$ cat src/scfg_pkg.sv
// Constants, types and register map of the system clock and reset config block.
// Assumes a 32-bit APB master and source clocks that arrive as levels sampled on clock.
package scfg_pkg;

    // Register byte addresses.
    localparam logic [31:0] ADDR_VECTOR = 32'h4004_8000;
    localparam logic [31:0] ADDR_CAUSE = 32'h4004_8038;
    localparam logic [31:0] ADDR_MAIN_SRC = 32'h4004_8050;
    localparam logic [31:0] ADDR_MAIN_UPD = 32'h4004_8054;
    localparam logic [31:0] ADDR_SYS_RATIO = 32'h4004_8058;
    localparam logic [31:0] ADDR_ADC_SRC = 32'h4004_8064;
    localparam logic [31:0] ADDR_ADC_RATIO = 32'h4004_8068;
    localparam logic [31:0] ADDR_LP_GATES = 32'h4004_807C;

    // Field positions.
    localparam int CAUSE_POR = 0;
    localparam int CAUSE_EXT = 1;
    localparam int CAUSE_WDG = 2;
    localparam int CAUSE_SW = 4;
    localparam int UPD_BIT = 0;
    localparam int GATE_WDG = 0;
    localparam int GATE_WAKE = 1;

    // Reset values and masks.
    localparam logic [4:0] CAUSE_RESET = 5'h01;
    localparam logic [4:0] CAUSE_MASK = 5'h17;
    localparam logic [7:0] SYS_RATIO_RESET = 8'h01;
    localparam logic [7:0] ADC_RATIO_RESET = 8'h00;
    localparam logic [1:0] GATES_RESET = 2'h1;

    // Size of the vector overlay at address zero.
    localparam logic [31:0] OVERLAY_BYTES = 32'h0000_0200;

    typedef enum logic [1:0] {
        VEC_BOOT_ROM = 2'b00,
        VEC_SRAM = 2'b01,
        VEC_FLASH = 2'b10,
        VEC_RSVD = 2'b11
    } scfg_vec_type;

    typedef enum logic [1:0] {
        MSRC_FAST = 2'b00,
        MSRC_EXT = 2'b01,
        MSRC_LP = 2'b10,
        MSRC_HALF = 2'b11
    } scfg_msrc_type;

    typedef enum logic [1:0] {
        ASRC_FAST = 2'b00,
        ASRC_EXT = 2'b01,
        ASRC_NONE2 = 2'b10,
        ASRC_NONE3 = 2'b11
    } scfg_asrc_type;

    typedef struct packed {
        logic psel;
        logic penable;
        logic pwrite;
        logic [31:0] paddr;
        logic [31:0] pwdata;
    } scfg_apb_req_type;

    typedef struct packed {
        logic [31:0] prdata;
        logic pready;
        logic pslverr;
    } scfg_apb_rsp_type;

    typedef struct packed {
        logic internal_fast_osc;
        logic ext_clk;
        logic lp_osc;
        logic halved_fast_osc;
    } scfg_src_type;

    typedef struct packed {
        logic brownout_detect;
        logic ext_pin_reset_n;
        logic watchdog_reset;
        logic software_reset;
    } scfg_rst_src_type;

    typedef struct packed {
        logic main_clk;
        logic sys_clk;
        logic adc_clk;
        logic watchdog_clk;
        logic wake_up_timer_clk;
    } scfg_clk_out_type;

    typedef struct packed {
        logic [7:0] cnt;
        logic [7:0] ratio;
    } scfg_div_type;

endpackage : scfg_pkg

$ cat src/scfg_top.sv
// System clock and reset configuration: vector overlay, reset cause flags,
// main clock selection with update handshake, clock dividers and gates.
// Assumes source clocks and reset sources are levels synchronous to clock,
// sampled well above their own rate; sys_rst is the power-on reset.
//
// How it works
// - Vector select 0 boot ROM, 1 SRAM, 2 flash; 3 is reserved.
// - ROM or RAM overlays only the lowest 512 bytes from address zero.
// - Vector select resets to 2, flash at address zero.
// - Cause bit 0 flags power-on or brownout reset, else reads 0.
// - Cause bit 1 flags a reset through the external reset pin.
// - Cause bit 2 flags a watchdog reset; bit 3 is reserved.
// - Cause bit 4 flags a software system reset; bits 31:5 reserved.
// - Writing one clears a cause bit; writing zero leaves it.
// - Power-on reset clears all cause bits except the power-on flag.
// - A source still active after power-on release sets its bit too.
// - Main source 0 fast, 1 external, 2 low-power, 3 halved fast; resets 0.
// - New main source applies only on update bit rising 0 to 1.
// - System ratio 0 stops clock, N divides by N; resets to 1.
// - ADC source 0 fast, 1 external, 2 and 3 none; resets 0.
// - ADC ratio 0 disables clock, N divides by N; resets to 0.
// - Gate bit 0 passes low-power clock to watchdog; resets 1.
// - Gate bit 1 passes low-power clock to wake-up timer; resets 0.
//
// Chosen here: the APB interface to the registers.
module scfg_top
    import scfg_pkg::*;
(
    // Clock and reset.
    input wire logic clock,
    input wire logic sys_rst,
    // Register bus.
    input wire scfg_apb_req_type apb_req,
    output scfg_apb_rsp_type apb_rsp,
    // Source clocks and reset sources.
    input wire scfg_src_type src_clks,
    input wire scfg_rst_src_type rst_srcs,
    // Memory fetch address and overlay answer.
    input wire logic [31:0] mem_addr,
    output logic overlay_hit,
    output scfg_vec_type overlay_mem,
    // Generated clocks.
    output scfg_clk_out_type clk_out
);

    // Picks the main clock source level.
    function automatic logic main_pick(scfg_msrc_type sel, scfg_src_type s);
        logic v;
        v = 1'b0;
        case (sel)
            MSRC_FAST: v = s.internal_fast_osc;
            MSRC_EXT: v = s.ext_clk;
            MSRC_LP: v = s.lp_osc;
            MSRC_HALF: v = s.halved_fast_osc;
            default: v = 1'b0;
        endcase
        return v;
    endfunction : main_pick

    // Picks the ADC clock source level; the none codes give a quiet low.
    function automatic logic adc_pick(scfg_asrc_type sel, scfg_src_type s);
        logic v;
        v = 1'b0;
        case (sel)
            ASRC_FAST: v = s.internal_fast_osc;
            ASRC_EXT: v = s.ext_clk;
            default: v = 1'b0;
        endcase
        return v;
    endfunction : adc_pick

    // Advances a divider on a source rising edge. A new ratio is only taken
    // at the end of a whole output period, or at the next source rising edge while stopped.
    function automatic scfg_div_type div_step(scfg_div_type cur,
                                              logic [7:0] req,
                                              logic rise);
        scfg_div_type nx;
        nx = cur;
        if (rise) begin
            if (cur.ratio == 8'h00 || cur.cnt == cur.ratio - 8'h01) begin
                nx.cnt = 8'h00;
                nx.ratio = req;
            end else begin
                nx.cnt = cur.cnt + 8'h01;
            end
        end
        return nx;
    endfunction : div_step

    // Divider output level: low when stopped, the source itself for one,
    // else high for the first half of the count.
    function automatic logic div_out(scfg_div_type d, logic lvl);
        logic [7:0] half;
        logic v;
        half = (d.ratio >> 1) + {7'h00, d.ratio[0]};
        if (d.ratio == 8'h00) begin
            v = 1'b0;
        end else if (d.ratio == 8'h01) begin
            v = lvl;
        end else begin
            v = (d.cnt < half);
        end
        return v;
    endfunction : div_out

    // Bus decode.
    logic acc;
    logic wr;
    logic setup;
    assign acc = apb_req.psel & apb_req.penable;
    assign wr = acc & apb_req.pwrite;
    assign setup = apb_req.psel & ~apb_req.penable;

    logic wr_vec;
    logic wr_cause;
    logic wr_msrc;
    logic wr_upd;
    logic wr_sratio;
    logic wr_asrc;
    logic wr_aratio;
    logic wr_gates;
    assign wr_vec = wr && apb_req.paddr == ADDR_VECTOR;
    assign wr_cause = wr && apb_req.paddr == ADDR_CAUSE;
    assign wr_msrc = wr && apb_req.paddr == ADDR_MAIN_SRC;
    assign wr_upd = wr && apb_req.paddr == ADDR_MAIN_UPD;
    assign wr_sratio = wr && apb_req.paddr == ADDR_SYS_RATIO;
    assign wr_asrc = wr && apb_req.paddr == ADDR_ADC_SRC;
    assign wr_aratio = wr && apb_req.paddr == ADDR_ADC_RATIO;
    assign wr_gates = wr && apb_req.paddr == ADDR_LP_GATES;

    // Software visible state.
    scfg_vec_type vec_q;
    logic [4:0] cause_q;
    scfg_msrc_type msrc_q;
    logic upd_q;
    logic [7:0] sratio_q;
    scfg_asrc_type asrc_q;
    logic [7:0] aratio_q;
    logic [1:0] gates_q;

    // Vector location; the reserved code is ignored on write.
    always_ff @(posedge clock) begin
        if (sys_rst) begin
            vec_q <= VEC_FLASH;
        end else if (wr_vec && apb_req.pwdata[1:0] != VEC_RSVD) begin
            vec_q <= scfg_vec_type'(apb_req.pwdata[1:0]);
        end
    end

    // Overlay decode of the fetch address, one cycle behind it.
    always_ff @(posedge clock) begin
        if (sys_rst) begin
            overlay_hit <= 1'b0;
            overlay_mem <= VEC_FLASH;
        end else begin
            overlay_hit <= (mem_addr < OVERLAY_BYTES) && (vec_q != VEC_FLASH);
            overlay_mem <= vec_q;
        end
    end

    // Reset cause flags; a live source beats a clear in the same cycle.
    logic [4:0] cause_set;
    logic [4:0] cause_clr;
    always_comb begin
        cause_set = 5'h00;
        cause_set[CAUSE_POR] = rst_srcs.brownout_detect;
        cause_set[CAUSE_EXT] = ~rst_srcs.ext_pin_reset_n;
        cause_set[CAUSE_WDG] = rst_srcs.watchdog_reset;
        cause_set[CAUSE_SW] = rst_srcs.software_reset;
        cause_clr = wr_cause ? apb_req.pwdata[4:0] : 5'h00;
    end

    always_ff @(posedge clock) begin
        if (sys_rst) begin
            cause_q <= CAUSE_RESET;
        end else begin
            // A source still held after release sets its flag here.
            cause_q <= ((cause_q & ~cause_clr) | cause_set) & CAUSE_MASK;
        end
    end

    // Main clock source select and update bit.
    always_ff @(posedge clock) begin
        if (sys_rst) begin
            msrc_q <= MSRC_FAST;
        end else if (wr_msrc) begin
            msrc_q <= scfg_msrc_type'(apb_req.pwdata[1:0]);
        end
    end

    always_ff @(posedge clock) begin
        if (sys_rst) begin
            upd_q <= 1'b0;
        end else if (wr_upd) begin
            upd_q <= apb_req.pwdata[UPD_BIT];
        end
    end

    // Update request: only a zero to one step of the update bit latches
    // the selected source.
    logic upd_rise;
    logic pend_q;
    scfg_msrc_type tgt_q;
    scfg_msrc_type mact_q;
    logic main_lvl;
    logic tgt_lvl;
    logic main_swap;
    assign upd_rise = wr_upd & apb_req.pwdata[UPD_BIT] & ~upd_q;
    assign main_lvl = main_pick(mact_q, src_clks);
    assign tgt_lvl = main_pick(tgt_q, src_clks);
    assign main_swap = pend_q & ~main_lvl & ~tgt_lvl;

    always_ff @(posedge clock) begin
        if (sys_rst) begin
            tgt_q <= MSRC_FAST;
        end else if (upd_rise) begin
            tgt_q <= msrc_q;
        end
    end

    always_ff @(posedge clock) begin
        if (sys_rst) begin
            pend_q <= 1'b0;
        end else if (upd_rise) begin
            pend_q <= 1'b1;
        end else if (main_swap) begin
            pend_q <= 1'b0;
        end
    end

    // The switch happens only while old and new sources are both low.
    always_ff @(posedge clock) begin
        if (sys_rst) begin
            mact_q <= MSRC_FAST;
        end else if (main_swap && !upd_rise) begin
            mact_q <= tgt_q;
        end
    end

    logic main_q;
    logic main_rise;
    assign main_rise = main_lvl & ~main_q;

    always_ff @(posedge clock) begin
        if (sys_rst) begin
            main_q <= 1'b0;
        end else begin
            main_q <= main_lvl;
        end
    end

    // System clock ratio and divider.
    always_ff @(posedge clock) begin
        if (sys_rst) begin
            sratio_q <= SYS_RATIO_RESET;
        end else if (wr_sratio) begin
            sratio_q <= apb_req.pwdata[7:0];
        end
    end

    scfg_div_type sdiv_q;
    scfg_div_type sdiv_d;
    logic sys_q;
    assign sdiv_d = div_step(sdiv_q, sratio_q, main_rise);

    always_ff @(posedge clock) begin
        if (sys_rst) begin
            sdiv_q <= '{cnt: 8'h00, ratio: SYS_RATIO_RESET};
            sys_q <= 1'b0;
        end else begin
            sdiv_q <= sdiv_d;
            sys_q <= div_out(sdiv_d, main_lvl);
        end
    end

    // ADC clock source, switched only while both levels are low.
    always_ff @(posedge clock) begin
        if (sys_rst) begin
            asrc_q <= ASRC_FAST;
        end else if (wr_asrc) begin
            asrc_q <= scfg_asrc_type'(apb_req.pwdata[1:0]);
        end
    end

    scfg_asrc_type aact_q;
    logic adc_lvl;
    logic adc_new_lvl;
    assign adc_lvl = adc_pick(aact_q, src_clks);
    assign adc_new_lvl = adc_pick(asrc_q, src_clks);

    always_ff @(posedge clock) begin
        if (sys_rst) begin
            aact_q <= ASRC_FAST;
        end else if (!adc_lvl && !adc_new_lvl) begin
            aact_q <= asrc_q;
        end
    end

    logic adc_prev_q;
    logic adc_rise;
    assign adc_rise = adc_lvl & ~adc_prev_q;

    always_ff @(posedge clock) begin
        if (sys_rst) begin
            adc_prev_q <= 1'b0;
        end else begin
            adc_prev_q <= adc_lvl;
        end
    end

    // ADC ratio and divider.
    always_ff @(posedge clock) begin
        if (sys_rst) begin
            aratio_q <= ADC_RATIO_RESET;
        end else if (wr_aratio) begin
            aratio_q <= apb_req.pwdata[7:0];
        end
    end

    scfg_div_type adiv_q;
    scfg_div_type adiv_d;
    logic adc_q;
    assign adiv_d = div_step(adiv_q, aratio_q, adc_rise);

    always_ff @(posedge clock) begin
        if (sys_rst) begin
            adiv_q <= '{cnt: 8'h00, ratio: ADC_RATIO_RESET};
            adc_q <= 1'b0;
        end else begin
            adiv_q <= adiv_d;
            adc_q <= div_out(adiv_d, adc_lvl);
        end
    end

    // Low-power oscillator gates; a new gate setting waits for a low phase.
    always_ff @(posedge clock) begin
        if (sys_rst) begin
            gates_q <= GATES_RESET;
        end else if (wr_gates) begin
            gates_q <= apb_req.pwdata[1:0];
        end
    end

    logic [1:0] gact_q;
    logic wdg_q;
    logic wake_q;

    always_ff @(posedge clock) begin
        if (sys_rst) begin
            gact_q <= GATES_RESET;
        end else if (!src_clks.lp_osc) begin
            gact_q <= gates_q;
        end
    end

    always_ff @(posedge clock) begin
        if (sys_rst) begin
            wdg_q <= 1'b0;
            wake_q <= 1'b0;
        end else begin
            wdg_q <= src_clks.lp_osc & gact_q[GATE_WDG];
            wake_q <= src_clks.lp_osc & gact_q[GATE_WAKE];
        end
    end

    assign clk_out = '{main_clk: main_q,
                       sys_clk: sys_q,
                       adc_clk: adc_q,
                       watchdog_clk: wdg_q,
                       wake_up_timer_clk: wake_q};

    // Read data is prepared in the setup cycle and held for the access.
    logic [31:0] rd_d;
    logic err_d;
    always_comb begin
        rd_d = 32'h0000_0000;
        err_d = 1'b0;
        case (apb_req.paddr)
            ADDR_VECTOR: rd_d[1:0] = vec_q;
            ADDR_CAUSE: rd_d[4:0] = cause_q;
            ADDR_MAIN_SRC: rd_d[1:0] = msrc_q;
            ADDR_MAIN_UPD: rd_d[UPD_BIT] = upd_q;
            ADDR_SYS_RATIO: rd_d[7:0] = sratio_q;
            ADDR_ADC_SRC: rd_d[1:0] = asrc_q;
            ADDR_ADC_RATIO: rd_d[7:0] = aratio_q;
            ADDR_LP_GATES: rd_d[1:0] = gates_q;
            default: err_d = 1'b1;
        endcase
    end

    logic [31:0] prdata_q;
    logic err_q;

    always_ff @(posedge clock) begin
        if (sys_rst) begin
            prdata_q <= 32'h0000_0000;
            err_q <= 1'b0;
        end else if (setup) begin
            prdata_q <= rd_d;
            err_q <= err_d;
        end
    end

    assign apb_rsp = '{prdata: prdata_q,
                       pready: acc,
                       pslverr: acc & err_q};

endmodule : scfg_top

$ cat config.mk
export PLATFORM = sky130hd
export DESIGN_NAME = scfg_top
export DESIGN_NICKNAME = d
export VERILOG_FILES = /design/src/scfg_pkg.sv /design/src/scfg_top.sv
export SDC_FILE = /design/constraint.sdc
export NUM_CORES = 1
export LEC_CHECK = 0
export ABC_AREA = 1
export ABC_CLOCK_PERIOD_IN_PS = 7100
export BUFFER_PORTS_ARGS = -buffer_cell sky130_fd_sc_hd__buf_2
export CAP_MARGIN = 40
export CORE_ASPECT_RATIO = 1.1
export CORE_UTILIZATION = 58
export DETAILED_ROUTE_END_ITERATION = 12
export PLACE_DENSITY = 0.94
export SETUP_SLACK_MARGIN = 0.02
export SLEW_MARGIN = 10
export SYNTH_ARGS = -nofsm -noshare
export SYNTH_HDL_FRONTEND = slang
export SYNTH_SLANG_ARGS = --single-unit
$ cat constraint.sdc
create_clock -name clock -period 7.1 [get_ports clock]
set_clock_uncertainty 0.05 [all_clocks]
set_input_delay 2.13 -clock clock [delete_from_list [all_inputs] [get_ports clock]]
set_output_delay 2.13 -clock clock [all_outputs]
set_load 0.01 [all_outputs]
==> results of run 1 <==
-- power groups by stage --
stage	clock (W)	combinational [W]	sequential, W
finish	0.000323	0.00108	0.000587
floorplan	0	0.000872	0.000589
global placement	0	0.00101	0.000594
global route	0.000344	0.00122	0.000592
detailed placement	0	0.00105	0.000597
CTS	0.000322	0.00107	0.000585
-- metal layers --
layer	global-route usage, %	vias to the layer above
li1	-	2827
met5	0	-
met4	14.0	0
met3	3.09	42
met1	31.7	2512
met2	47.1	235
-- metrics by stage --
| step | area [sq um] | util [%] |
|---|---|---|
| 5_1_grt | 6300 | 66.4 |
| 4_1_cts | 6300 | 66.4 |
| 2_1_floorplan | 5830 | - |
| 3_5_place_dp | 6120 | 64.5 |
| 6_report | 6300 | 66.4 |
| 3_3_place_gp | 6120 | 64.5 |
-- how the worst max path moves through the flow --
stage	startpoint	to	slack, ns	cells after the start
4_1_cts	src_clks[1]	sys_q	1.96	20
3_5_place_dp	src_clks[1]	sys_q	1.63	20
3_3_place_gp	src_clks[1]	sys_q	1.74	20
2_1_floorplan	src_clks[3]	adc_q	2.27	19
6_report	src_clks[1]	sys_q	1.99	20
5_1_grt	src_clks[1]	sys_q	1.60	20
-- sequential cells by signal, summed over array words and instances, names as in the netlist, 4 cells and up --
signal and flops:
aratio_q 8, prdata_q 8, sdiv_q 16, sratio_q 8, cause_q 4, adiv_q 16
-- worst max-delay path, stage by stage --
cell	delay (ns)
buf_2	0.11
inv_1	0.07
o211ai_1	0.16
nand2_1	0.13
nor2_2	0.47
nand2_4	0.21
nand2_1	0.10
o21ai_0	0.19
inv_1	0.13
ha_1	0.18
nor3b_2	0.24
nand3_1	0.15
nor2_1	0.11
nand3_1	0.09
ha_1	0.30
inv_1	0.05
o31ai_1	0.28
a21oi_1	0.07
nand2_1	0.06
a21oi_1	0.06
-- final cells by class --
type                            instances  area (sq um)
Timing Repair Buffer                   94           473
Clock buffer                            9           124
Inverter                              128           482
Tap cell                              117           146
Sequential cell                        88          1760
Multi-Input combinational cell        595          3260
Fill cell                             798          3190
Clock inverter                          7          53.8
-- cells by family (layout without fill, tap and decap cells) --
group	count (synthesis)	count (layout)	share of synthesized area, %
xor+xnor	30	30	4.82
buf+inv	175	238	14.1
compound gates	109	109	11.8
flops	88	88	30.7
other cells	1	24	0.0653
simple gates	404	404	32.5
fa+ha+maj	28	28	6.10
-- placed cells by master (no fill, tap or decap), types with 11 or more instances in the layout --
| master | synthesis | routed |
|---|---|---|
| a211oi_1 | 17 | 17 |
| a21oi_1 | 34 | 34 |
| buf_2 | 2 | 93 |
| conb_1 | 1 | 24 |
| dfxtp_1 | 88 | 88 |
| ha_1 | 28 | 28 |
| inv_1 | 117 | 117 |
| nand2_1 | 154 | 154 |
| nand2_2 | 11 | 11 |
| nand3_1 | 43 | 43 |
| nand4_1 | 14 | 14 |
| nor2_1 | 111 | 111 |
| nor3_1 | 26 | 26 |
| nor4_1 | 19 | 19 |
| o21ai_0 | 29 | 29 |
| xor2_1 | 21 | 21 |
==> results.yml, run 1 <==
synthesis:
  synthDistinctLibCells: 45
  synthFlopType: "dfxtp_1"
  synth_area_sq_um: 5740
  synth_cells: 835
  yosys.cell_count.top_type: "nand2_1"
  synth_common_cells: "154 x nand2_1, 117 x inv_1, 111 x nor2_1, 88 x dfxtp_1, 43 x nand3_1"
  synth_edf_count: 0
  synth_top_cell_area_share_pct: 30.7
  yosysSeqAreaShare_pct: 30.7
  async_flop_share_pct: 0
  yosysWarnings: 0
  synth_top_cells_by_area: "dfxtp_1 31%, nand2_1 10%, inv_1 7.6%, nor2_1 7.3%, ha_1 6.1%"
  syn-mean-instance-area_sq_um: 6.88
  synth_top_area_cell: "dfxtp_1"
  ys_ff_latch: 88
cells_and_area:
  layout-drive-gt1-share_pct: 17.3
  area_growth_pct: 9.72
  finalNetCount: 1053
  fin_cells: 1038
  n_antenna_cell: 0
clocking:
  clkLatencyLatePin_ns: 0.36
  path_clk_slew_ns: 0.09
  clock-sinks: 88
  htree_num_levels: 3
  cts_setup_buffers: 0
  cts_resized: 0
  cts_tree: "done"
  cts_hold_buf: 0
  cts_root_buf: "clkbuf_8"
  numCtsBuffers: 9
  clockBufferDepth: 2
power_and_ir_drop:
  power_frac_seq_pct: 29.5
  p_leak_nw: 3.01
  p_sw_w: 0.000954
  power_w: 0.00199
  p_comb_share_pct: 54.3
  peakVddDrop_uv: 165
  powerDensity_nw_per_um2: 316
  p_int_w: 0.00104
  power.share.clock_pct: 16.2
  swShare_pct: 47.9
min_path:
  holdPathEnd: "wake_q"
  min_from: "gact_q[1]"
  worst_hold_path_type: "reg -> reg"
  holdPathStages: 2
detailed_routing:
  vias_per_cell: 5.41
  ant_nets: 0
  drt-initial-drc-count: 313
  wl_met3_um: 742
  top_layer: "met4"
  num_vias: 5616
  routedWlPerCell_um: 13.0
  drcViolationCount: 0
  wirelength_met1_um: 5670
  wl_um: 13500
  dr.pass1.iters: 6
  route.met2.wl_um: 6550
timing:
  finalSetupViolCount: 0
  relSlewSlack_pct: 41.9
  fin_ws_ns: 1.99
  period_share_pct: 71.9
  rsz0062_at_grt: "no"
  whs_ns: 0.393
  fmax_mhz: 196
  maxSlewViolCount: 0
  hold_violations: 0
  worst_pin_slew_ns: 0.868
  post-route-min-period_ns: 5.11
  tns_ns: 0
setup_path:
  cp.arrival_ns: 5.31
  rrSetupSlack_ns: 3.13
  regToRegStartpoint: "adiv_q[0]"
  critPathKind: "in -> reg"
  r2r-end: "adc_q"
  start_kind: "primary input"
  cp.required_ns: 7.30
  crit_fanout: 12
  r2r_cells: 23
  crit_path_end_kind: "flop"
die:
  rows: 37
  coreArea_sq_um: 9490
  die_h_um: 106
  die_area_sq_um: 10300
  die_width_um: 96.9
  ios: 151
  start_util_pct: 60.5
placed_design:
  placed_cells: 1022
  port_buffers: 93
  place_ws_ns: 1.63
  gp_congestion: 0.967
  dpl.hpwl_um: 10300
status:
  status: "finished, final reports clean"
global_routing:
  grtUsageTotal_pct: 26.6
  gr-total-overflow: 0
  antenna_found_initial: 0
  grt_max_degree: 68
  grt_pass1_wl_um: 22600
  grt_pass1_vias: 5227
run:
  max-cap-violations: 0
No activity file was read; power rests on OpenSTA's default activity.
==> run 2, diff against run 1 <==
- ABC_CLOCK_PERIOD_IN_PS: 7100 -> 5300
- CORE_UTILIZATION: 58 -> 54
- PLACE_DENSITY: 0.94 -> 0.88
- clock period: 7.1 -> 5.3 ns (I/O delays scaled with it)
==> run 2 against run 1 <==
  * Clock power up 130%
  * Non-clock buffer count up 3
  * Flip-flop and latch count unchanged
  * Register-to-register slack worse by 1.8 ns
  * Via count down 0.41%
  * Sequential power up 34%
  * Final cell count up 2.8%
  * Setup slack worse by 1.2 ns
  * Critical path depth down 1
  * Core utilization down 3.3 points
  * Largest power group unchanged
==> results.yml, run 2 (synthesis gave the netlist of run 1 again) <==
timing:
  relSlewSlack_pct: 44.1
  post-route-min-period_ns: 4.52
  maxSlewViolCount: 0
  worst_pin_slew_ns: 0.836
  whs_ns: 0.389
  tns_ns: 0
  hold_violations: 0
  rsz0062_at_grt: "no"
  fmax_mhz: 221
  period_share_pct: 85.3
  finalSetupViolCount: 0
detailed_routing:
  vias_per_cell: 5.24
  drcViolationCount: 0
  wl_um: 14100
  dr.pass1.iters: 6
  drt-initial-drc-count: 374
  num_vias: 5593
  routedWlPerCell_um: 13.2
  ant_nets: 0
cells_and_area:
  multi_input_area_sq_um: 3260
  fillers: 888
  post-route-util_pct: 63.1
  top_regs: "adiv_q: 16 flops, sdiv_q: 16 flops"
  register_area_sq_um: 1760
  finalNetCount: 1056
  final_common_cell: "nand2_1"
  area_growth_pct: 13.6
  n_antenna_cell: 0
  layout-drive-gt1-share_pct: 17.5
  layout_common_cells: "154 x nand2_1, 117 x inv_1, 111 x nor2_1, 93 x buf_2, 88 x dfxtp_1"
  stdcell_area_sq_um: 6520
min_path:
  worst_hold_path_type: "reg -> reg"
setup_path:
  start_kind: "primary input"
  cp.required_ns: 5.53
  crit_fanout: 14
  critPathKind: "in -> reg"
  crit_path_end_kind: "flop"
  cp.arrival_ns: 4.75
die:
  die_h_um: 110
  coreArea_sq_um: 10300
  start_util_pct: 55.5
  rows: 39
  ios: 151
  die_width_um: 100
  die_area_sq_um: 11000
clocking:
  numCtsBuffers: 9
  clock-sinks: 88
  htree_num_levels: 3
  clockBufferDepth: 2
  clkLatencyLatePin_ns: 0.35
  cts_setup_buffers: 0
  cts_tree: "done"
  path_clk_slew_ns: 0.07
  cts_root_buf: "clkbuf_16"
  cts_resized: 0
  cts_hold_buf: 0
status:
  status: "finished, final reports clean"
global_routing:
  gr-total-overflow: 0
  grt_max_degree: 67
  grt_pass1_vias: 5399
  antenna_found_initial: 0
  grtUsageTotal_pct: 26.4
  grt_pass1_wl_um: 23200
placed_design:
  gp_congestion: 0.950
  port_buffers: 93
  post_dp_cell_area_sq_um: 6180
  dpl.hpwl_um: 10200
power_and_ir_drop:
  powerDensity_nw_per_um2: 455
  peakVddDrop_uv: 250
  p_leak_nw: 3.11
run:
  max-cap-violations: 0
-- run 2: cell types whose count changed in the layout (fill, tap and decap cells not counted) --
cell        before  now
clkbuf_16        0    9
clkbuf_8         9    0
buf_4            1    4
inv_6            3    0
clkinvlp_4       3    1
bufinv_16        0    3
clkinv_4         0    2
-- run 2: layout make-up --
cell class	count	share of cell area [%]
clock buffers	9	3.45
clock inverters	7	1.84
inverters	128	7.39
multi-input cells	595	50.0
flip-flops and latches	88	27.0
well taps	143	2.74
repair buffers	97	7.60
-- run 2: final timing paths --
check / slack [ns] / endpoint / depth (start not counted) / from
setup reg to reg: 1.36 / adc_q / 23 / adiv_q[0]
setup / recovery: 0.78 / adc_q / 19 / src_clks[2]
hold reg to reg: 0.39 / wake_q / 2 / gact_q[1]
hold / removal: 0.39 / wake_q / 2 / gact_q[1]
-- run 2: stage by stage --
stage	power (W)	std cells	setup slack, ns
floorplan	0.00196	858	1.01
global placement	0.00217	1051	0.606
detailed placement	0.00222	1051	0.462
CTS	0.00296	1067	0.791
global route	0.00324	1067	0.446
finish	0.00297	1067	0.781
-- run 2: critical path, cell delays in order --
cell and delay (ns):
buf_2 0.12, nor2_1 0.06, nor3_1 0.19, inv_1 0.23, nor2_8 0.23, nand2_4 0.18, o21ai_0 0.46, inv_1 0.09
ha_1 0.24, ha_1 0.22, nand3_2 0.10, nor3_2 0.04, xor2_1 0.15, ha_1 0.28, nand2_1 0.09, nor2_1 0.05
a211oi_1 0.19, nand2_1 0.10, a21oi_1 0.11
-- run 2: per-layer routing --
metal | track usage, % | routed length, um
met3 | 3.97 | 821
met5 | 0 | 0
met4 | 16.5 | 647
met1 | 29.7 | 5660
met2 | 47.2 | 6920
-- run 2: where the power goes --
group	internal (W)	leakage [nW]	switching [W]
clock	0.000461	0.166	0.000275
sequential	0.000732	0.715	0.0000521
combinational	0.000494	2.23	0.000953
